## src/core/spi_port_params.svh

```systemverilog
// Constants of the serial control port: register map, field positions,
// reset values and instruction layout.
// Assumes inclusion by bare name from the package and the design modules.
`ifndef SPI_PORT_PARAMS_SVH
`define SPI_PORT_PARAMS_SVH

`define ADDR_W 13
`define MEM_AW 6
`define REG_DEPTH 45
`define CFG_ADDR 13'h0000
`define UPD_ADDR 13'h0005
`define LAST_ADDR 13'h002C
`define CFG_RESET 8'h00
`define CFG_LSB_BIT 6
`define CFG_4WIRE_BIT 7
`define CFG_RB_ACT_BIT 5
`define UPD_BIT 0
`define UPD_MASK 8'h01
`define BYTE_NONE 8'h00
`define LEN_STREAM 2'h3
`define INSTR_LAST 4'hF
`define BYTE_LAST 3'h7
`define RW_BIT 15
`define LEN_HI 14
`define LEN_LO 13
`define ADDR_HI 12

`endif

```

## src/core/spi_port_pkg.sv

```systemverilog
// Types shared by the serial control port modules.
// Assumes spi_port_params.svh is on the include path.
`include "spi_port_params.svh"

package spi_port_pkg;

    typedef enum logic [2:0] {
        st_idle  = 3'h1,
        st_instr = 3'h2,
        st_data  = 3'h4
    } port_state_t;

    typedef logic [`ADDR_W-1:0] reg_addr_t;

endpackage

```

## src/core/reg_buffer_mem.sv

```systemverilog
// Buffered and active copies of the configuration registers.
// Assumes the caller keeps every address below the register depth.
`timescale 1ns/1ns
`default_nettype none
`include "spi_port_params.svh"

module reg_buffer_mem (
    // Clock and reset
    input wire logic mclk,
    input wire logic rst_b,
    // Buffer write port
    input wire logic wr_en,
    input wire logic [`MEM_AW-1:0] wr_addr,
    input wire logic [7:0] wr_data,
    // Copy buffer into active registers
    input wire logic update,
    // Serial readback port
    input wire logic [`MEM_AW-1:0] rd_addr,
    input wire logic rd_active,
    output logic [7:0] rd_data,
    // Active register view
    input wire logic [`MEM_AW-1:0] act_addr,
    output logic [7:0] act_data
);

    logic [7:0] buf_mem [0:`REG_DEPTH-1];
    logic [7:0] act_mem [0:`REG_DEPTH-1];

    always_ff @(posedge mclk or negedge rst_b) begin
        if (!rst_b) begin
            for (int i = 0; i < `REG_DEPTH; i++) begin
                buf_mem[i] <= `BYTE_NONE;
            end
        end else if (wr_en) begin
            buf_mem[wr_addr] <= wr_data;
        end
    end

    // All active registers change together
    always_ff @(posedge mclk or negedge rst_b) begin
        if (!rst_b) begin
            for (int i = 0; i < `REG_DEPTH; i++) begin
                act_mem[i] <= `BYTE_NONE;
            end
        end else if (update) begin
            act_mem <= buf_mem;
        end
    end

    always_ff @(posedge mclk or negedge rst_b) begin
        if (!rst_b) begin
            rd_data <= `BYTE_NONE;
            act_data <= `BYTE_NONE;
        end else begin
            rd_data <= rd_active ? act_mem[rd_addr] : buf_mem[rd_addr];
            act_data <= act_mem[act_addr];
        end
    end

endmodule
`default_nettype wire

```

## src/core/spi_control_port_slave.sv

```systemverilog
// Serial peripheral control port: instruction decode, byte transfers,
// stalls and aborts, port configuration and I/O update.
// Assumes pins arrive asynchronous to mclk and that sclk is far slower.
//
// Notes on behaviour
// - Write bits taken on rising sclk, read bits changed on falling sclk.
// - Shared data line is input only in 4-wire, in and out in 3-wire.
// - Separate read output carries read data only in 4-wire mode.
// - Chip select high puts both data outputs in high impedance.
// - After reset: 3-wire and most significant bit first.
// - Chip select falling starts a new communication cycle.
// - Chip select may rise on byte boundaries outside streaming data; port waits keeping its state.
// - Chip select raised after one to seven clocks aborts to idle.
// - Chip select rising off a byte boundary ends transfer, drops partial data.
// - Length code 00/01/10 gives one/two/three bytes, 11 streams.
// - Streaming moves any byte count, address steps, chip select ends it.
// - First sixteen rising edges carry the instruction word.
// - Instruction: read flag, two length bits, 13-bit start address.
// - Writes land in buffer; reserved addresses take a byte slot too.
// - Bit 0 written at 0x05 or the update pin triggers an update.
// - Update copies all buffered registers to active ones together.
// - Read shifts out N bytes from the start address.
// - Readback comes from buffer or active registers.
// - Config bit 6 selects LSB first from the next operation.
// - MSB first: address decrements after each byte.
// - LSB first: address increments after each byte, bits LSB first.
// - Port config register lives in this logic, not the register map.
// - Strap input chooses this port or the two-wire port.
`timescale 1ns/1ns
`default_nettype none
`include "spi_port_params.svh"

module spi_control_port_slave
    import spi_port_pkg::*;
(
    // Clock and reset
    input wire logic mclk,
    input wire logic rst_b,
    // Serial pins
    input wire logic sclk,
    input wire logic cs_b,
    input wire logic sdio_in,
    output logic sdio_out,
    output logic sdio_oe_b,
    output logic read_data_out,
    output logic read_data_out_oe_b,
    // Port select strap and external update pin
    input wire logic port_strap_select,
    input wire logic update_pin,
    // Active register view
    input wire logic [`MEM_AW-1:0] act_addr,
    output logic [7:0] act_data,
    // Port configuration as seen by the chip
    output logic [7:0] serial_port_config
);

    ////////////////////////////////////////////////////////////////////////
    // Functions

    function automatic logic [15:0] shift_in(input logic [15:0] word,
                                             input logic bit_in,
                                             input logic lsb);
        shift_in = lsb ? {bit_in, word[15:1]} : {word[14:0], bit_in};
    endfunction

    function automatic logic [7:0] byte_of(input logic [15:0] word,
                                           input logic lsb);
        byte_of = lsb ? word[15:8] : word[7:0];
    endfunction

    function automatic logic in_map(input reg_addr_t a);
        in_map = (a <= `LAST_ADDR);
    endfunction

    ////////////////////////////////////////////////////////////////////////
    // Pin synchronisers and edge detection

    logic [4:0] sync_a;
    logic [4:0] sync_b;
    logic [2:0] prev;
    logic s_sclk;
    logic s_cs_b;
    logic s_sdio;
    logic s_strap;
    logic s_upd;

    always_ff @(posedge mclk or negedge rst_b) begin
        if (!rst_b) begin
            sync_a <= 5'h03;
            sync_b <= 5'h03;
            prev <= 3'h2;
        end else begin
            sync_a <= {update_pin, port_strap_select, sdio_in, cs_b, sclk};
            sync_b <= sync_a;
            prev <= {sync_b[4], sync_b[1], sync_b[0]};
        end
    end

    assign s_sclk = sync_b[0];
    assign s_cs_b = sync_b[1];
    assign s_sdio = sync_b[2];
    assign s_strap = sync_b[3];
    assign s_upd = sync_b[4];

    logic spi_on;
    logic sclk_rise;
    logic sclk_fall;
    logic cs_fall;
    logic cs_rise;
    logic upd_rise;

    assign spi_on = ~s_strap;
    assign sclk_rise = s_sclk & ~prev[0] & ~s_cs_b;
    assign sclk_fall = ~s_sclk & prev[0] & ~s_cs_b;
    assign cs_fall = ~s_cs_b & prev[1];
    assign cs_rise = s_cs_b & ~prev[1];
    assign upd_rise = s_upd & ~prev[2];

    ////////////////////////////////////////////////////////////////////////
    // Transfer strobes

    port_state_t state;
    logic [3:0] bit_cnt;
    logic [15:0] shifter;
    logic [15:0] next_shifter;
    logic cur_lsb;
    logic rw_read;
    logic [1:0] len_code;
    logic [1:0] byte_idx;
    reg_addr_t addr;
    logic streaming;
    logic in_frame;
    logic instr_done;
    logic byte_done;
    logic last_byte;
    logic abort;
    logic [7:0] rx_byte;

    assign next_shifter = shift_in(shifter, s_sdio, cur_lsb);
    assign rx_byte = byte_of(next_shifter, cur_lsb);
    assign streaming = (len_code == `LEN_STREAM);
    assign in_frame = (state != st_idle);
    assign instr_done = (state == st_instr) && sclk_rise &&
                        (bit_cnt == `INSTR_LAST);
    assign byte_done = (state == st_data) && sclk_rise &&
                       (bit_cnt[2:0] == `BYTE_LAST);
    assign last_byte = !streaming && (byte_idx == len_code);
    // Off-boundary rise, or the end of a stream
    assign abort = in_frame && cs_rise &&
                   ((bit_cnt[2:0] != 3'h0) ||
                    ((state == st_data) && streaming));

    ////////////////////////////////////////////////////////////////////////
    // State machine

    always_ff @(posedge mclk or negedge rst_b) begin
        if (!rst_b) begin
            state <= st_idle;
        end else if (!spi_on) begin
            state <= st_idle;
        end else begin
            case (state)
                st_idle: begin
                    if (cs_fall) begin
                        state <= st_instr;
                    end
                end
                st_instr: begin
                    if (abort) begin
                        state <= st_idle;
                    end else if (instr_done) begin
                        state <= st_data;
                    end
                end
                st_data: begin
                    if (abort) begin
                        state <= st_idle;
                    end else if (byte_done && last_byte) begin
                        state <= st_idle;
                    end
                end
                default: begin
                    state <= st_idle;
                end
            endcase
        end
    end

    // Bit counter; a stall at a byte boundary leaves it untouched
    always_ff @(posedge mclk or negedge rst_b) begin
        if (!rst_b) begin
            bit_cnt <= 4'h0;
        end else if (!in_frame || abort || instr_done) begin
            bit_cnt <= 4'h0;
        end else if (sclk_rise) begin
            bit_cnt <= (state == st_data) ? {1'b0, bit_cnt[2:0] + 3'h1}
                                          : bit_cnt + 4'h1;
        end
    end

    // Shift register; partial data is flushed on abort
    always_ff @(posedge mclk or negedge rst_b) begin
        if (!rst_b) begin
            shifter <= 16'h0000;
        end else if (!in_frame || abort) begin
            shifter <= 16'h0000;
        end else if (sclk_rise) begin
            shifter <= next_shifter;
        end
    end

    // Bit order is fixed for the whole cycle at its start
    always_ff @(posedge mclk or negedge rst_b) begin
        if (!rst_b) begin
            cur_lsb <= 1'b0;
        end else if ((state == st_idle) && cs_fall) begin
            cur_lsb <= serial_port_config[`CFG_LSB_BIT];
        end
    end

    ////////////////////////////////////////////////////////////////////////
    // Instruction fields and address generator

    always_ff @(posedge mclk or negedge rst_b) begin
        if (!rst_b) begin
            rw_read <= 1'b0;
            len_code <= 2'h0;
            addr <= `CFG_ADDR;
            byte_idx <= 2'h0;
        end else if (instr_done) begin
            rw_read <= next_shifter[`RW_BIT];
            len_code <= next_shifter[`LEN_HI:`LEN_LO];
            addr <= next_shifter[`ADDR_HI:0];
            byte_idx <= 2'h0;
        end else if (byte_done) begin
            if (cur_lsb) begin
                addr <= addr + reg_addr_t'(1);
            end else begin
                addr <= addr - reg_addr_t'(1);
            end
            if (!streaming) begin
                byte_idx <= byte_idx + 2'h1;
            end
        end
    end

    ////////////////////////////////////////////////////////////////////////
    // Port configuration register, held here rather than in the map

    always_ff @(posedge mclk or negedge rst_b) begin
        if (!rst_b) begin
            serial_port_config <= `CFG_RESET;
        end else if (byte_done && !rw_read && (addr == `CFG_ADDR)) begin
            serial_port_config <= rx_byte;
        end
    end

    ////////////////////////////////////////////////////////////////////////
    // Buffer writes and I/O update

    logic wr_en;
    logic [7:0] wr_data;
    logic io_update;
    logic [7:0] mem_rdata;

    // Every mapped address except the config address takes its byte, reserved ones included
    assign wr_en = byte_done && !rw_read && in_map(addr) &&
                   (addr != `CFG_ADDR);
    // Update bit clears itself, so it is never stored
    assign wr_data = (addr == `UPD_ADDR) ? (rx_byte & ~`UPD_MASK)
                                         : rx_byte;

    always_ff @(posedge mclk or negedge rst_b) begin
        if (!rst_b) begin
            io_update <= 1'b0;
        end else begin
            io_update <= (byte_done && !rw_read && (addr == `UPD_ADDR) &&
                          rx_byte[`UPD_BIT]) || upd_rise;
        end
    end

    reg_buffer_mem u_regs (
        .mclk(mclk),
        .rst_b(rst_b),
        .wr_en(wr_en),
        .wr_addr(addr[`MEM_AW-1:0]),
        .wr_data(wr_data),
        .update(io_update),
        .rd_addr(addr[`MEM_AW-1:0]),
        .rd_active(serial_port_config[`CFG_RB_ACT_BIT]),
        .rd_data(mem_rdata),
        .act_addr(act_addr),
        .act_data(act_data)
    );

    ////////////////////////////////////////////////////////////////////////
    // Readback

    logic [7:0] rd_byte;
    logic [2:0] rd_idx;
    logic out_bit;
    logic rd_phase;
    logic four_wire;

    always_comb begin
        if (addr == `CFG_ADDR) begin
            rd_byte = serial_port_config;
        end else if (in_map(addr)) begin
            rd_byte = mem_rdata;
        end else begin
            rd_byte = `BYTE_NONE;
        end
    end

    assign rd_idx = cur_lsb ? bit_cnt[2:0] : (`BYTE_LAST - bit_cnt[2:0]);

    // Next bit goes out on the falling edge for the host's rising edge
    always_ff @(posedge mclk or negedge rst_b) begin
        if (!rst_b) begin
            out_bit <= 1'b0;
        end else if ((state == st_data) && rw_read && sclk_fall) begin
            out_bit <= rd_byte[rd_idx];
        end
    end

    // Drive from the first payload falling edge until chip select rises
    always_ff @(posedge mclk or negedge rst_b) begin
        if (!rst_b) begin
            rd_phase <= 1'b0;
        end else if (!spi_on || cs_rise) begin
            rd_phase <= 1'b0;
        end else if ((state == st_data) && rw_read && sclk_fall) begin
            rd_phase <= 1'b1;
        end
    end

    assign four_wire = serial_port_config[`CFG_4WIRE_BIT];
    assign sdio_out = out_bit;
    assign read_data_out = out_bit;
    // Outputs float whenever chip select is high
    assign sdio_oe_b = ~(rd_phase & ~s_cs_b & ~four_wire);
    assign read_data_out_oe_b = ~(rd_phase & ~s_cs_b & four_wire);

endmodule
`default_nettype wire

```

## config.mk

```make
export PLATFORM = sky130hd
export DESIGN_NAME = spi_control_port_slave
export DESIGN_NICKNAME = d
export VERILOG_FILES = /design/src/core/spi_port_pkg.sv /design/src/core/reg_buffer_mem.sv /design/src/core/spi_control_port_slave.sv
export VERILOG_INCLUDE_DIRS = /design/src /design/src/core
export SDC_FILE = /design/constraint.sdc
export NUM_CORES = 2
export LEC_CHECK = 0
export ABC_CLOCK_PERIOD_IN_PS = 3560
export BUFFER_PORTS_ARGS = -buffer_cell sky130_fd_sc_hd__buf_2
export CAP_MARGIN = 40
export CORE_MARGIN = 4
export CORE_UTILIZATION = 40
export CTS_CLUSTER_SIZE = 28
export DETAILED_ROUTE_END_ITERATION = 7
export SETUP_SLACK_MARGIN = 0.3
export SLEW_MARGIN = 20
export SYNTH_ARGS = -nofsm -noshare
export SYNTH_HDL_FRONTEND = slang
export SYNTH_SLANG_ARGS = --single-unit
```

## constraint.sdc

```tcl
create_clock -name mclk -period 3.56 [get_ports mclk]
set_clock_uncertainty 0.15 [all_clocks]
set_input_delay 0.712 -clock mclk [delete_from_list [all_inputs] [get_ports mclk]]
set_output_delay 0.712 -clock mclk [all_outputs]
set_load 0.005 [all_outputs]
```

==> run metrics <==
CP max-delay cell dfrtp_2; Syn Nets 3150; Total GRT Usage 0.2253; via count 26500; # IOs 33; P&R area growth vs syn 14.56%; final net count 3191; Slew Limit Fails 0; Clock Latency Late Sink 670 ps; Buf/Inv on CP 1; CTS sink cnt 802; Post-synth ARST share 1.000; sequential share of the synthesized area 0.5193; Yosys Warn Count 0; Synth area leader dfrtp_1; Root Buffer clkbuf_16; final core occ 0.4641; HPWL Detailed 75940 µm; vias in the first global route 26450; initial antenna violation count 6; maxcap violations 0; outcome complete, no violations; synth cell count leaders dfrtp_1 (796), nand2_1 (453), o21ai_0 (398); top_reg_cell synth dfrtp_1; max incr delay on CP 760 ps; mean post-synth cell area 12.38 µm²; Vias/cell 5.880; worst hold path class reg2reg; Post-Route WL 115100 µm; maximum VDD drop 0.3992 mV; Synth area leaders dfrtp_1 (52%), mux4_2 (14%), mux2_2 (11%), o21ai_0 (5.2%), nand2_1 (4.4%); Initial Util 0.4051; H-tree levels 3; CP Capture Type register; Hold Violations, Final 0; synthesized flop and latch total 802; initial drt markers 2536; die area 101700 µm²; Worst-Margin Slew 892.0 ps; Startpoint Class register; crit-path cells or3b_1 > buf_4 > o22ai_1 > a2111oi_0 > a21oi_1 > a211oi_1 > a21oi_1; global-route wire length before repair 175200 µm; CP most frequent cell a21oi_1; post-synth top area share 0.5152; Worst Path Max Fanout 22; relative slew slack 0.3900; critical path data required time 3940 ps; CTS tree built; setup_tns 0 ps; die outline width 318.9 µm; drt pass-1 iters 5; Die Ht 318.9 µm; share of layout cells above drive strength 1 0.3030; Top Family by Delay on Critical Path compound AO/OA/AOI/OAI gates; Final ANT Viol Nets 0; Syn Inst Count 3122; remaining global-route overflow 0; clk buf depth 3; number of enable flip-flop cells after synthesis 0; Avg WL per Cell 25.54 µm; # port buffers 32; Setup CP Type reg2reg; Achievable Freq 310.6 MHz; most common cell in the netlist dfrtp_1; Final period util 0.9045; CTS buffer count 89; LEAKAGE 0.01908 µW; area of the mapped netlist 38660 µm²; PD cells 438.7 nW/µm²; fin crit period 3220 ps; RSZ-0062 raised after global routing false; core area 95440 µm²; Residual DRC 0; gpl congestion 0.9147; Netlist cell types 62; Worst Path Arrival 3600 ps; FP Rows 113; # setup viols final 0; register clock-pin slew on the reported worst setup and hold paths 60 ps; pin count of the biggest net entering global routing 95
==> final timing paths <==
kind	start	end	slack (ps)	cells after the start
worst min register to register	sync_a[3]	sync_b[3]	200	0
worst min-delay path	sync_a[3]	sync_b[3]	200	0
worst max register to register	addr[3]	u_regs.rd_data[3]	340	7
min in group asynchronous	rst_b	addr[7]	490	2
max in group asynchronous	rst_b	u_regs.buf_mem[81]	1800	3
worst max-delay path	addr[3]	u_regs.rd_data[3]	340	7
==> registers in the layout, indices dropped and copies added (netlist names), 4 cells and up <==
signal,cells
bit_cnt,4
serial_port_config,8
sync_b,5
shifter,16
u_regs.rd_data,8
addr,13
sync_a,5
u_regs.act_mem,360
u_regs.buf_mem,360
u_regs.act_data,8
==> layout by cell type, fill, tap and decap left out, types with 12 or more instances in the layout <==
cell / Yosys / routed
nand3b_1: 12 / 12
buf_12: 0 / 32
dfrtp_1: 796 / 790
mux4_2: 236 / 236
a211oi_1: 29 / 29
o21ai_0: 398 / 398
mux2i_1: 126 / 126
buf_2: 40 / 30
clkinv_2: 0 / 15
a2111oi_0: 15 / 14
nor2b_1: 18 / 17
nand2_1: 453 / 453
mux2_2: 369 / 369
nand3_1: 20 / 20
nor3_1: 24 / 24
buf_4: 3 / 128
o22ai_1: 31 / 31
clkbuf_8: 0 / 25
nor2_1: 77 / 75
clkbuf_1: 187 / 19
clkbuf_16: 0 / 89
a22oi_1: 36 / 36
a21oi_1: 74 / 67
ha_1: 14 / 14
==> power breakdown <==
part	internal [µW]	total (µW)	switching, µW	leakage (µW)
clock network	5740	9640	3900	0.00152
logic	192	634	442	0.00640
registers	9130	9160	23.4	0.0112
==> per-stage QoR <==
stage | total power [µW] | cell area (µm²) | worst slack [ps] | hold slack, ps | instances
finish | 19430 | 44290 | 340.0 | 197.4 | 4507
detailed placement | 9961 | 41120 | 444.6 | 184.7 | 4328
global route | 20030 | 44280 | 321.5 | 210.1 | 4503
floorplan | 9590 | 38660 | 341.8 | 181.2 | 3122
global placement | 9961 | 41120 | 351.5 | 189.8 | 4328
CTS | 19600 | 44250 | 406.5 | 198.9 | 4500
==> logic make-up after synthesis <==
group,count (synthesis),share of synthesized area
AO/OA/AOI/OAI,647,0.09535
flip-flops,802,0.5193
multiplexers,731,0.2776
adder cells (fa/ha/maj),15,0.005049
buffers and inverters,257,0.02654
AND/OR/NAND/NOR,657,0.07321
XOR/XNOR,13,0.002945
==> area by class of cell <==
cell class	count	area [µm²]
Sequential cell	802	20090
Multi-Input combinational cell	2063	17650
Antenna cell	4	10.01
Clock buffer	133	2643
Tap cell	1265	1583
Inverter	8	30.03
Fill cell	8562	51150
Timing Repair Buffer	199	1853
Clock inverter	33	430.4
==> per-layer routing <==
metal	up-vias	GRT usage	wire, µm
li1	11610	-	-
met5	-	0	41
met1	13820	0.3230	50480
met4	6	0.06154	3133
met3	193	0.04369	8166
met2	876	0.3530	53290
==> timing repair <==
action / 4_1_cts / 5_1_grt
hold buffers: 6 / 0
setup buffers: 0 / 1
gates resized for setup: 0 / 1
endpoints found under the hold margin: 41 / 0
setup endpoints to repair: 0 / 2
==> worst reg2reg max path: cells and delay by family (launching register included) <==
kind | cells | cell delay, ps
AND/OR/NAND/NOR | 1 | 590
AO/OA/AOI/OAI | 5 | 1330
flip-flops | 1 | 760
buffers and inverters | 1 | 260
(Power assumes the default switching activity.)
